`config.mk`:
```
export PLATFORM = sky130hd
export DESIGN_NAME = fapc_ctrl
export DESIGN_NICKNAME = d
export VERILOG_FILES = /design/src/verilog/fapc_cycle.v /design/src/verilog/fapc_ctrl.v
export VERILOG_INCLUDE_DIRS = /design/src /design/src/common
export SDC_FILE = /design/constraint.sdc
export NUM_CORES = 1
export LEC_CHECK = 0
export BUFFER_PORTS_ARGS = -buffer_cell sky130_fd_sc_hd__buf_2
export CAP_MARGIN = 20
export CELL_PAD_IN_SITES_DETAIL_PLACEMENT = 1
export CELL_PAD_IN_SITES_GLOBAL_PLACEMENT = 1
export CORE_AREA = 4 4 143 145
export CTS_CLUSTER_SIZE = 28
export DETAILED_ROUTE_END_ITERATION = 10
export DIE_AREA = 0 0 147 149
export HOLD_SLACK_MARGIN = 0.1
export PLACE_DENSITY = 0.79
export SYNTH_ARGS = -nofsm -noshare
export SYNTH_HDL_FRONTEND = slang
export SYNTH_SLANG_ARGS = --single-unit
```
`constraint.sdc`:
```
create_clock -name clk_sys -period 2.6 [get_ports clk_sys]
set_input_delay 0.26 -clock clk_sys [delete_from_list [all_inputs] [get_ports clk_sys]]
set_output_delay 0.26 -clock clk_sys [all_outputs]
set_load 0.05 [all_outputs]
```
`src/common/fapc_map.vh`:
```
/*
 Constants for the parallel flash command controller: register map,
 control fields, operation codes, command words and bus timing.
 Assumes a 25 MHz system clock and a flash in word mode.
*/
`ifndef FAPC_MAP_VH
`define FAPC_MAP_VH

// Software register byte addresses
`define FAPC_REG_CTRL 8'h00
`define FAPC_REG_ADDR 8'h04
`define FAPC_REG_DATA 8'h08
`define FAPC_REG_STAT 8'h0c
`define FAPC_REG_HV 8'h10

// Control register fields
`define FAPC_OP_LSB 0
`define FAPC_OP_MSB 2
`define FAPC_IDX_LSB 3
`define FAPC_IDX_MSB 4
`define FAPC_RECOV_BIT 5

// High-voltage register fields
`define FAPC_HV_UNPROT_BIT 0
`define FAPC_HV_ALLPROT_BIT 1
`define FAPC_HV_HWRST_BIT 2

// Operation codes
`define FAPC_OP_READ 3'h0
`define FAPC_OP_WRITE 3'h1
`define FAPC_OP_RESET 3'h2
`define FAPC_OP_AUTOSEL 3'h3
`define FAPC_OP_HVID 3'h4

// Step kinds of a sequence
`define FAPC_STEP_NONE 2'h0
`define FAPC_STEP_WR 2'h1
`define FAPC_STEP_RD 2'h2

// Command words, word mode
`define FAPC_UNLOCK1_ADDR 18'h00555
`define FAPC_UNLOCK1_DATA 16'h00aa
`define FAPC_UNLOCK2_ADDR 18'h002aa
`define FAPC_UNLOCK2_DATA 16'h0055
`define FAPC_AUTOSEL_DATA 16'h0090
`define FAPC_RESET_DATA 16'h00f0

// Address masks for identifier reads, and the timeout bit of read data
`define FAPC_HVID_MASK 18'h00043
`define FAPC_AS_LOW_MASK 18'h000ff
`define FAPC_TIMEOUT_BIT 5

// Timing in ns
`define FAPC_CLK_NS 40
`define FAPC_T_SETUP_NS 40
`define FAPC_T_WP_NS 35
`define FAPC_T_ACC_NS 70
`define FAPC_T_HOLD_NS 40
`define FAPC_T_HV_SETTLE_NS 500

`endif

```
`src/verilog/fapc_cycle.v`:
```
/*
 One flash bus cycle, read or write, on the flash control pins.
 Assumes the flash samples on its pin edges; all pins leave flip-flops.
*/
`timescale 1ns/1ps
module fapc_cycle
#(
   parameter AW = 18,
   parameter DW = 16,
   parameter SETUP_CYC = 1,
   parameter WP_CYC = 1,
   parameter RD_CYC = 2,
   parameter HOLD_CYC = 1
)
(
   // Clock and reset
   input wire clk_sys,
   input wire rst_n,
   // Request
   input wire start,
   input wire wr,
   input wire [AW-1:0] addr,
   input wire [DW-1:0] wdata,
   output reg done,
   output reg [DW-1:0] rdata,
   // Flash pins
   output reg [AW-1:0] fl_addr,
   output reg fl_ce_n,
   output reg fl_oe_n,
   output reg fl_we_n,
   output reg [DW-1:0] fl_dq_out,
   output reg fl_dq_oe,
   input wire [DW-1:0] fl_dq_in
);

localparam C_IDLE = 2'h0;
localparam C_SETUP = 2'h1;
localparam C_STROBE = 2'h2;
localparam C_HOLD = 2'h3;
localparam integer SETUP_M1 = SETUP_CYC - 1;
localparam integer WP_M1 = WP_CYC - 1;
localparam integer RD_M1 = RD_CYC - 1;
localparam integer HOLD_M1 = HOLD_CYC - 1;

reg [1:0] state_reg;
reg [7:0] cnt_reg;
reg wr_reg;

// Cycle sequencer: setup, strobe, hold
always @(posedge clk_sys)
begin
   if (!rst_n)
   begin
      state_reg <= C_IDLE;
      cnt_reg <= 8'h00;
      wr_reg <= 1'b0;
      done <= 1'b0;
      rdata <= {DW{1'b0}};
      fl_addr <= {AW{1'b0}};
      fl_ce_n <= 1'b1;
      fl_oe_n <= 1'b1;
      fl_we_n <= 1'b1;
      fl_dq_out <= {DW{1'b0}};
      fl_dq_oe <= 1'b0;
   end
   else
   begin
      done <= 1'b0;
      case (state_reg)
         C_IDLE:
         begin
            if (start)
            begin
               fl_addr <= addr;
               fl_ce_n <= 1'b0;
               fl_dq_out <= wdata;
               fl_dq_oe <= wr;
               wr_reg <= wr;
               cnt_reg <= SETUP_M1[7:0];
               state_reg <= C_SETUP;
            end
         end
         C_SETUP:
         begin
            if (cnt_reg == 8'h00)
            begin
               // Strobe falls last, so it latches the address
               fl_we_n <= ~wr_reg;
               fl_oe_n <= wr_reg;
               cnt_reg <= wr_reg ? WP_M1[7:0] : RD_M1[7:0];
               state_reg <= C_STROBE;
            end
            else
               cnt_reg <= cnt_reg - 8'h01;
         end
         C_STROBE:
         begin
            if (cnt_reg == 8'h00)
            begin
               // Strobe rises first, data still held
               fl_we_n <= 1'b1;
               fl_oe_n <= 1'b1;
               if (!wr_reg)
                  rdata <= fl_dq_in;
               cnt_reg <= HOLD_M1[7:0];
               state_reg <= C_HOLD;
            end
            else
               cnt_reg <= cnt_reg - 8'h01;
         end
         C_HOLD:
         begin
            if (cnt_reg == 8'h00)
            begin
               fl_ce_n <= 1'b1;
               fl_dq_oe <= 1'b0;
               done <= 1'b1;
               state_reg <= C_IDLE;
            end
            else
               cnt_reg <= cnt_reg - 8'h01;
         end
         default:
            state_reg <= C_IDLE;
      endcase
   end
end

endmodule

```
`src/verilog/fapc_ctrl.v`:
```
/*
 Host-side controller for a parallel flash: software registers, command
 sequences for reset and autoselect, high-voltage identifier reads,
 temporary unprotect request and supply-low write inhibit.
 Assumes pins are synchronous to clk_sys and the flash runs in word mode.
*/
// Implementation choices: the strobed register port and the register addresses.
`timescale 1ns/1ps
`include "fapc_map.vh"
module fapc_ctrl
#(
   parameter AW = 18,
   parameter DW = 16
)
(
   // Clock and reset
   input wire clk_sys,
   input wire rst_n,
   // Software register port
   input wire [7:0] sw_addr,
   input wire [31:0] sw_wdata,
   input wire sw_wr,
   input wire sw_rd,
   output reg [31:0] sw_rdata,
   // Flash bus
   output wire [AW-1:0] fl_addr,
   output wire fl_ce_n,
   output wire fl_oe_n,
   output wire fl_we_n,
   output wire [DW-1:0] fl_dq_out,
   output wire fl_dq_oe,
   input wire [DW-1:0] fl_dq_in,
   // High-voltage requests and hardware reset
   output reg id_hv_req,
   output reg clear_hv_req,
   output reg fl_rst_n,
   // Supply monitor
   input wire vcc_ok
);

localparam integer SETUP_RAW = (`FAPC_T_SETUP_NS + `FAPC_CLK_NS - 1) / `FAPC_CLK_NS;
localparam integer WP_RAW = (`FAPC_T_WP_NS + `FAPC_CLK_NS - 1) / `FAPC_CLK_NS;
localparam integer ACC_RAW = (`FAPC_T_ACC_NS + `FAPC_CLK_NS - 1) / `FAPC_CLK_NS;
localparam integer HOLD_RAW = (`FAPC_T_HOLD_NS + `FAPC_CLK_NS - 1) / `FAPC_CLK_NS;
localparam integer HV_RAW = (`FAPC_T_HV_SETTLE_NS + `FAPC_CLK_NS - 1) / `FAPC_CLK_NS;
localparam integer SETUP_CYC = (SETUP_RAW < 1) ? 1 : SETUP_RAW;
localparam integer WP_CYC = (WP_RAW < 1) ? 1 : WP_RAW;
localparam integer RD_CYC = ((ACC_RAW < 1) ? 1 : ACC_RAW) + 1;
localparam integer HOLD_CYC = (HOLD_RAW < 1) ? 1 : HOLD_RAW;
localparam integer HV_M1 = ((HV_RAW < 1) ? 1 : HV_RAW) - 1;

localparam M_IDLE = 2'h0;
localparam M_SETTLE = 2'h1;
localparam M_ISSUE = 2'h2;
localparam M_WAIT = 2'h3;

reg [1:0] state_reg;
reg [2:0] op_reg;
reg [1:0] idx_reg;
reg recov_reg;
reg recov_hit_reg;
reg [2:0] step_reg;
reg [7:0] settle_reg;
reg busy_reg;
reg done_reg;
reg refused_reg;
reg timeout_reg;
reg [AW-1:0] addr_reg;
reg [DW-1:0] data_reg;
reg unprot_reg;
reg allprot_reg;
reg hwrst_reg;
reg cyc_start_reg;
reg cyc_wr_reg;
reg [AW-1:0] cyc_addr_reg;
reg [DW-1:0] cyc_wdata_reg;
reg [1:0] step_kind;
reg [AW-1:0] step_addr;
reg [DW-1:0] step_data;
wire cyc_done;
wire [DW-1:0] cyc_rdata;
wire [AW-1:0] idx_ext;
wire ctrl_wr;
wire start_ok;

assign idx_ext = {{(AW-2){1'b0}}, idx_reg};
assign ctrl_wr = sw_wr && (sw_addr == `FAPC_REG_CTRL);
// Supply low or busy refuses a new operation
assign start_ok = ctrl_wr && !busy_reg && vcc_ok;

// Bus cycle engine
fapc_cycle
#(
   .AW(AW),
   .DW(DW),
   .SETUP_CYC(SETUP_CYC),
   .WP_CYC(WP_CYC),
   .RD_CYC(RD_CYC),
   .HOLD_CYC(HOLD_CYC)
)
u_cycle
(
   .clk_sys(clk_sys),
   .rst_n(rst_n),
   .start(cyc_start_reg),
   .wr(cyc_wr_reg),
   .addr(cyc_addr_reg),
   .wdata(cyc_wdata_reg),
   .done(cyc_done),
   .rdata(cyc_rdata),
   .fl_addr(fl_addr),
   .fl_ce_n(fl_ce_n),
   .fl_oe_n(fl_oe_n),
   .fl_we_n(fl_we_n),
   .fl_dq_out(fl_dq_out),
   .fl_dq_oe(fl_dq_oe),
   .fl_dq_in(fl_dq_in)
);

// Step table: kind, address and data of each step of an operation
always @*
begin
   step_kind = `FAPC_STEP_NONE;
   step_addr = addr_reg;
   step_data = data_reg;
   case (op_reg)
      `FAPC_OP_READ:
      begin
         // Plain array read, no command before it
         if (step_reg == 3'h0)
            step_kind = `FAPC_STEP_RD;
         else if (step_reg == 3'h1 && recov_hit_reg)
         begin
            step_kind = `FAPC_STEP_WR;
            step_data = `FAPC_RESET_DATA;
         end
      end
      `FAPC_OP_WRITE:
      begin
         if (step_reg == 3'h0)
            step_kind = `FAPC_STEP_WR;
      end
      `FAPC_OP_RESET:
      begin
         if (step_reg == 3'h0)
         begin
            step_kind = `FAPC_STEP_WR;
            step_data = `FAPC_RESET_DATA;
         end
      end
      `FAPC_OP_AUTOSEL:
      begin
         // Unlock, command, one read, then leave with reset
         case (step_reg)
            3'h0:
            begin
               step_kind = `FAPC_STEP_WR;
               step_addr = `FAPC_UNLOCK1_ADDR;
               step_data = `FAPC_UNLOCK1_DATA;
            end
            3'h1:
            begin
               step_kind = `FAPC_STEP_WR;
               step_addr = `FAPC_UNLOCK2_ADDR;
               step_data = `FAPC_UNLOCK2_DATA;
            end
            3'h2:
            begin
               step_kind = `FAPC_STEP_WR;
               step_addr = `FAPC_UNLOCK1_ADDR;
               step_data = `FAPC_AUTOSEL_DATA;
            end
            3'h3:
            begin
               step_kind = `FAPC_STEP_RD;
               step_addr = (addr_reg & ~`FAPC_AS_LOW_MASK) | idx_ext;
            end
            3'h4:
            begin
               step_kind = `FAPC_STEP_WR;
               step_data = `FAPC_RESET_DATA;
            end
            default:
               step_kind = `FAPC_STEP_NONE;
         endcase
      end
      `FAPC_OP_HVID:
      begin
         // Sector on top bits, A6 low, A1:A0 pick the code
         if (step_reg == 3'h0)
         begin
            step_kind = `FAPC_STEP_RD;
            step_addr = (addr_reg & ~`FAPC_HVID_MASK) | idx_ext;
         end
      end
      default:
         step_kind = `FAPC_STEP_NONE;
   endcase
end

// Operation sequencer
always @(posedge clk_sys)
begin
   if (!rst_n)
   begin
      state_reg <= M_IDLE;
      op_reg <= `FAPC_OP_READ;
      idx_reg <= 2'h0;
      recov_reg <= 1'b0;
      recov_hit_reg <= 1'b0;
      step_reg <= 3'h0;
      settle_reg <= 8'h00;
      busy_reg <= 1'b0;
      done_reg <= 1'b0;
      refused_reg <= 1'b0;
      timeout_reg <= 1'b0;
      data_reg <= {DW{1'b0}};
      id_hv_req <= 1'b0;
      cyc_start_reg <= 1'b0;
      cyc_wr_reg <= 1'b0;
      cyc_addr_reg <= {AW{1'b0}};
      cyc_wdata_reg <= {DW{1'b0}};
   end
   else
   begin
      cyc_start_reg <= 1'b0;
      if (sw_wr && sw_addr == `FAPC_REG_DATA)
         data_reg <= sw_wdata[DW-1:0];
      if (sw_wr && sw_addr == `FAPC_REG_STAT)
      begin
         done_reg <= 1'b0;
         refused_reg <= 1'b0;
         timeout_reg <= 1'b0;
      end
      if (ctrl_wr && !start_ok)
         refused_reg <= 1'b1;
      case (state_reg)
         M_IDLE:
         begin
            if (start_ok)
            begin
               op_reg <= sw_wdata[`FAPC_OP_MSB:`FAPC_OP_LSB];
               idx_reg <= sw_wdata[`FAPC_IDX_MSB:`FAPC_IDX_LSB];
               recov_reg <= sw_wdata[`FAPC_RECOV_BIT];
               recov_hit_reg <= 1'b0;
               step_reg <= 3'h0;
               busy_reg <= 1'b1;
               done_reg <= 1'b0;
               if (sw_wdata[`FAPC_OP_MSB:`FAPC_OP_LSB] == `FAPC_OP_HVID)
               begin
                  id_hv_req <= 1'b1;
                  settle_reg <= HV_M1[7:0];
                  state_reg <= M_SETTLE;
               end
               else
                  state_reg <= M_ISSUE;
            end
         end
         M_SETTLE:
         begin
            // Let the identifier voltage settle before reading
            if (settle_reg == 8'h00)
               state_reg <= M_ISSUE;
            else
               settle_reg <= settle_reg - 8'h01;
         end
         M_ISSUE:
         begin
            if (step_kind == `FAPC_STEP_NONE)
            begin
               busy_reg <= 1'b0;
               done_reg <= 1'b1;
               id_hv_req <= 1'b0;
               state_reg <= M_IDLE;
            end
            else if (step_kind == `FAPC_STEP_WR && !vcc_ok)
            begin
               // Supply dropped: abandon the sequence
               busy_reg <= 1'b0;
               refused_reg <= 1'b1;
               id_hv_req <= 1'b0;
               state_reg <= M_IDLE;
            end
            else
            begin
               cyc_start_reg <= 1'b1;
               cyc_wr_reg <= (step_kind == `FAPC_STEP_WR);
               cyc_addr_reg <= step_addr;
               cyc_wdata_reg <= step_data;
               state_reg <= M_WAIT;
            end
         end
         M_WAIT:
         begin
            if (cyc_done)
            begin
               if (!cyc_wr_reg)
               begin
                  data_reg <= cyc_rdata;
                  // Timeout bit seen on a read: flag it; with recovery set, a plain read op queues a reset write
                  if (cyc_rdata[`FAPC_TIMEOUT_BIT])
                  begin
                     timeout_reg <= 1'b1;
                     recov_hit_reg <= recov_reg;
                  end
               end
               step_reg <= step_reg + 3'h1;
               state_reg <= M_ISSUE;
            end
         end
         default:
            state_reg <= M_IDLE;
      endcase
   end
end

// High-voltage control register; unprotect needs all-protected acknowledge
always @(posedge clk_sys)
begin
   if (!rst_n)
   begin
      addr_reg <= {AW{1'b0}};
      unprot_reg <= 1'b0;
      allprot_reg <= 1'b0;
      hwrst_reg <= 1'b0;
      clear_hv_req <= 1'b0;
      fl_rst_n <= 1'b0;
   end
   else
   begin
      if (sw_wr && sw_addr == `FAPC_REG_ADDR && !busy_reg)
         addr_reg <= sw_wdata[AW-1:0];
      if (sw_wr && sw_addr == `FAPC_REG_HV)
      begin
         unprot_reg <= sw_wdata[`FAPC_HV_UNPROT_BIT];
         allprot_reg <= sw_wdata[`FAPC_HV_ALLPROT_BIT];
         hwrst_reg <= sw_wdata[`FAPC_HV_HWRST_BIT];
      end
      clear_hv_req <= unprot_reg && allprot_reg && !hwrst_reg;
      fl_rst_n <= !hwrst_reg && vcc_ok;
   end
end

// Register read port, data one cycle after the strobe
always @(posedge clk_sys)
begin
   if (!rst_n)
      sw_rdata <= 32'h00000000;
   else if (sw_rd)
   begin
      case (sw_addr)
         `FAPC_REG_CTRL:
            sw_rdata <= {26'h0000000, recov_reg, idx_reg, op_reg};
         `FAPC_REG_ADDR:
            sw_rdata <= {{(32-AW){1'b0}}, addr_reg};
         `FAPC_REG_DATA:
            sw_rdata <= {{(32-DW){1'b0}}, data_reg};
         `FAPC_REG_STAT:
            sw_rdata <= {27'h0000000, vcc_ok, timeout_reg, refused_reg, done_reg, busy_reg};
         `FAPC_REG_HV:
            sw_rdata <= {28'h0000000, clear_hv_req, hwrst_reg, allprot_reg, unprot_reg};
         default:
            sw_rdata <= 32'h00000000;
      endcase
   end
   else
      sw_rdata <= 32'h00000000;
end

endmodule

```
==> metrics.md <==
| Metric | Value |
|---|---|
| Fin crit share | 0.931 |
| Setup Skew | 0.00997 ns |
| Post-synthesis xor/xnor area fraction | 0.0122 |
| Fillers | 2,316 |
| First-pass GRT wire length | 38.2 mm |
| Rows | 51 |
| Unique cell type count in the Yosys netlist | 71 |
| Vias per cell | 5.29 |
| Hold depth | 3 |
| Seq pwr share | 0.480 |
| DRT iter0 DRCs | 471 |
| Leak | 3.75 nW |
| Area grow syn2layout | 21.3% |
| Pwr dens | 637 nW/um2 |
| Critical path class | reg -> reg |
| Hold_sp | sw_wdata[5] |
| Comb power frac | 0.116 |
| Commonest cells in the netlist | nand2_1 (191), dfxtp_1 (184), a21oi_1 (135) |
| Multiplexer share of the synthesized area | 0.0371 |
| Max incr delay on CP | 0.64 ns |
| Initial antenna violation count | 0 |
| Worst R2R Start | step_reg[0] |
| Sw frac | 0.278 |
| Synth warn | 0 |
| Cell taking the most area after synthesis | dfxtp_1 |
| Final setup fails | 0 |
| Worst Path Arrival | 2.77 ns |
| Post-synth EDFFs | 0 |
| Fin Setup TNS | 0 ns |
| Most frequent cell after synthesis | nand2_1 |
| Synth Area in Compound Gates | 0.175 |
| Hold Vio Cnt, Final | 0 |
| Synth async-reset ratio | 0 |
| Multi-input logic area | 3840 um2 |
| CP endpoint kind | register |
| Synth Area in Adders | 0.0222 |
| Avg WL per Cell | 17.7 um |
| Slowest-stage cell, CP | or4b_2 |
| Dpl ws | -0.0213 ns |
| Placed Cells | 1,292 |
| Worst Hold Class | in -> reg |
| ANT nets after route | 0 |
| Worst Path Required | 2.95 ns |
| Pre-antenna DRT Iters | 5 |
| Fin cells | 1,354 |
| RSZ-0062 raised after global routing | no |
| Global Route Usage Sum | 0.217 |
| I/O pin count | 134 |
| CTS tree | built |
| Total number of vias | 7,161 |
| Fin area | 9570 um2 |
| Max-cap viol count | 0 |
| Final WL | 24.0 mm |
| Internal power | 4.40 mW |
| Top FF cell, synth | dfxtp_1 |
| Residual DRC | 0 |
| CP Launch Type | register |
| Clock share of power | 0.404 |
| Setup bufs post-CTS | 0 |
| Syn Area/Cell | 8.25 um2 |
| Max Fanout on Critical Path | 17 |
| Grt total ovfl | 0 |
| Root buffer cell | clkbuf_16 |
| # nets final | 1,152 |
| Die H | 149 um |
| Largest net degree at the start of global routing | 52 |
| IR drop worst, VDD | 0.459 mV |
| H-Tree Depth | 4 |
| Ant. Diodes | 0 |
| Share of layout cells above drive strength 1 | 0.176 |
| Placer Congestion | 0.841 |
| Synth Area in Simple Gates | 0.228 |
| Max Root-Sink Buffers | 2 |
| Net Sw Power | 1.70 mW |
| Post-synth top area share | 0.467 |
| Largest family of logic cells by synthesized area | simple AND/OR/NAND/NOR gates |
| Core area | 19,200 um2 |
| Post-Synthesis Cells | 956 |
| Max Slew Vio Count | 0 |
| Area taken by flip-flops and latches | 3680 um2 |
| Yosys reg bits | 184 |
| Hold EP | addr_reg[5] |
| Synth Cell Area | 7890 um2 |
| HPWL Detailed | 16.4 mm |
| Final min period | 2.42 ns |
| Seq/Total Area, Yosys | 0.467 |
| Clk_lat worst skew | 0.44 ns |
| Max_slew headroom | 0.445 |
| Worst reg2reg path depth | 9 |
| Status | finished, final reports clean |
| Final setup margin | 0.179 ns |
| Starting Density | 0.411 |
| Port Buffers | 105 |
| Crit-path cells | inv_1 -> ha_2 -> or4b_2 -> a21boi_2 -> buf_4 -> a211o_2 -> clkbuf_16 -> nor2_1 -> nor3_1 |
| Fmax | 0.413 GHz |
| Die Wd | 147 um |
| Slew of the pin with the lowest slew margin | 0.831 ns |
| Critical R2R Capture | cyc_addr_reg[4] |
| DP Area | 8670 um2 |
| Cts bufs inserted | 17 |
| Die area | 21,900 um2 |
| Vias in the first global route | 7,278 |
| Clock sinks | 184 |
| R2R setup slack | 0.18 ns |
| Synth area leaders | dfxtp_1 (47%), nand2_1 (9.1%), a21oi_1 (8.6%) |
| Clock slew at reported path FFs | 0.07 ns |
## power groups by stage
stage / Combinational (mW) / Clock, mW / Sequential [mW]
floorplan: 0.502 / 0 / 3.00
global placement: 0.653 / 0 / 2.99
global route: 0.780 / 2.63 / 2.93
finish: 0.707 / 2.46 / 2.93
detailed placement: 0.663 / 0 / 2.99
CTS: 0.703 / 2.49 / 2.93
## kinds of logic after synthesis
group / after synthesis
buf+inv: 93
fa+ha+maj: 14
compound gates: 239
simple gates: 386
xor+xnor: 11
mux: 28
flops: 184
other cells: 1
## worst max-delay path by stage
stage,start,endpoint,slack [ns],depth (start not counted)
after floorplan,step_reg[0],cyc_addr_reg[10],0.36,8
after global placement,step_reg[0],cyc_addr_reg[13],0.09,8
after detailed placement,step_reg[0],cyc_addr_reg[15],-0.02,8
after CTS,step_reg[0],cyc_addr_reg[15],0.01,8
after global routing,step_reg[0],cyc_addr_reg[10],0.03,9
final,step_reg[0],cyc_addr_reg[4],0.18,9
## worst max-delay path: cells and delay by family (launching register included)
kind	cells	cell delay (ns)
AOI/OAI and AO/OA	2	0.37
adders and majority gates	1	0.25
buffers and inverters	3	0.50
DFF	1	0.34
and+or+nand+nor	3	0.87
## stage by stage
stage	power, mW	util	hold WS (ns)
after floorplan	3.50	-	0.396
after global placement	3.64	0.451	0.439
after detailed placement	3.65	0.451	0.445
after CTS	6.13	0.496	0.105
after global routing	6.34	0.498	0.124
final	6.10	0.498	0.119
## final cells by class
| class | count | area share |
|---|---|---|
| Multi-Input combinational cell | 693 | 0.401 |
| Clock buffer | 18 | 0.0459 |
| Timing Repair Buffer | 165 | 0.115 |
| Inverter | 16 | 0.00641 |
| Clock inverter | 13 | 0.0116 |
| Tap cell | 265 | 0.0346 |
| Sequential cell | 184 | 0.385 |
## timing repair
| action | CTS | global route |
|---|---|---|
| endpoints found under the setup margin | 8 | 34 |
| hold endpoints to repair | 30 | 0 |
| pin swaps | 1 | 0 |
| resized for setup | 2 | 5 |
| hold buffers | 29 | 0 |
| cloned | 1 | 1 |
## per-layer routing
layer  GRT usage  wire (um)  up-vias
met5           0          0        -
met4      0.0578        383        0
met3      0.0514       1090       29
met2       0.349      11100      153
met1       0.294      11400     3459
li1            -          -     3520
## cells in the final DEF, fill, tap and decap left out, drive strengths merged, types with 3 or more instances in the layout
cell / count
nand2b: 8
dfxtp: 184
clkinv: 5
a211oi: 14
nand2: 192
a22oi: 12
xor2: 4
conb: 14
ha: 14
nand3b: 4
o31ai: 4
nor4: 6
a21oi: 136
or2: 3
nor3: 21
or4: 5
nor4b: 3
nor2b: 9
mux2i: 27
o22ai: 5
nor2: 68
inv: 22
and3: 9
buf: 135
a21o: 3
nor3b: 3
and2: 7
dlygate4sd3: 29
xnor2: 7
a2bb2oi: 3
nand3: 31
nand4: 6
or3: 3
clkbuf: 19
a31oi: 10
o21ai: 35
(Power assumes the default switching activity.)
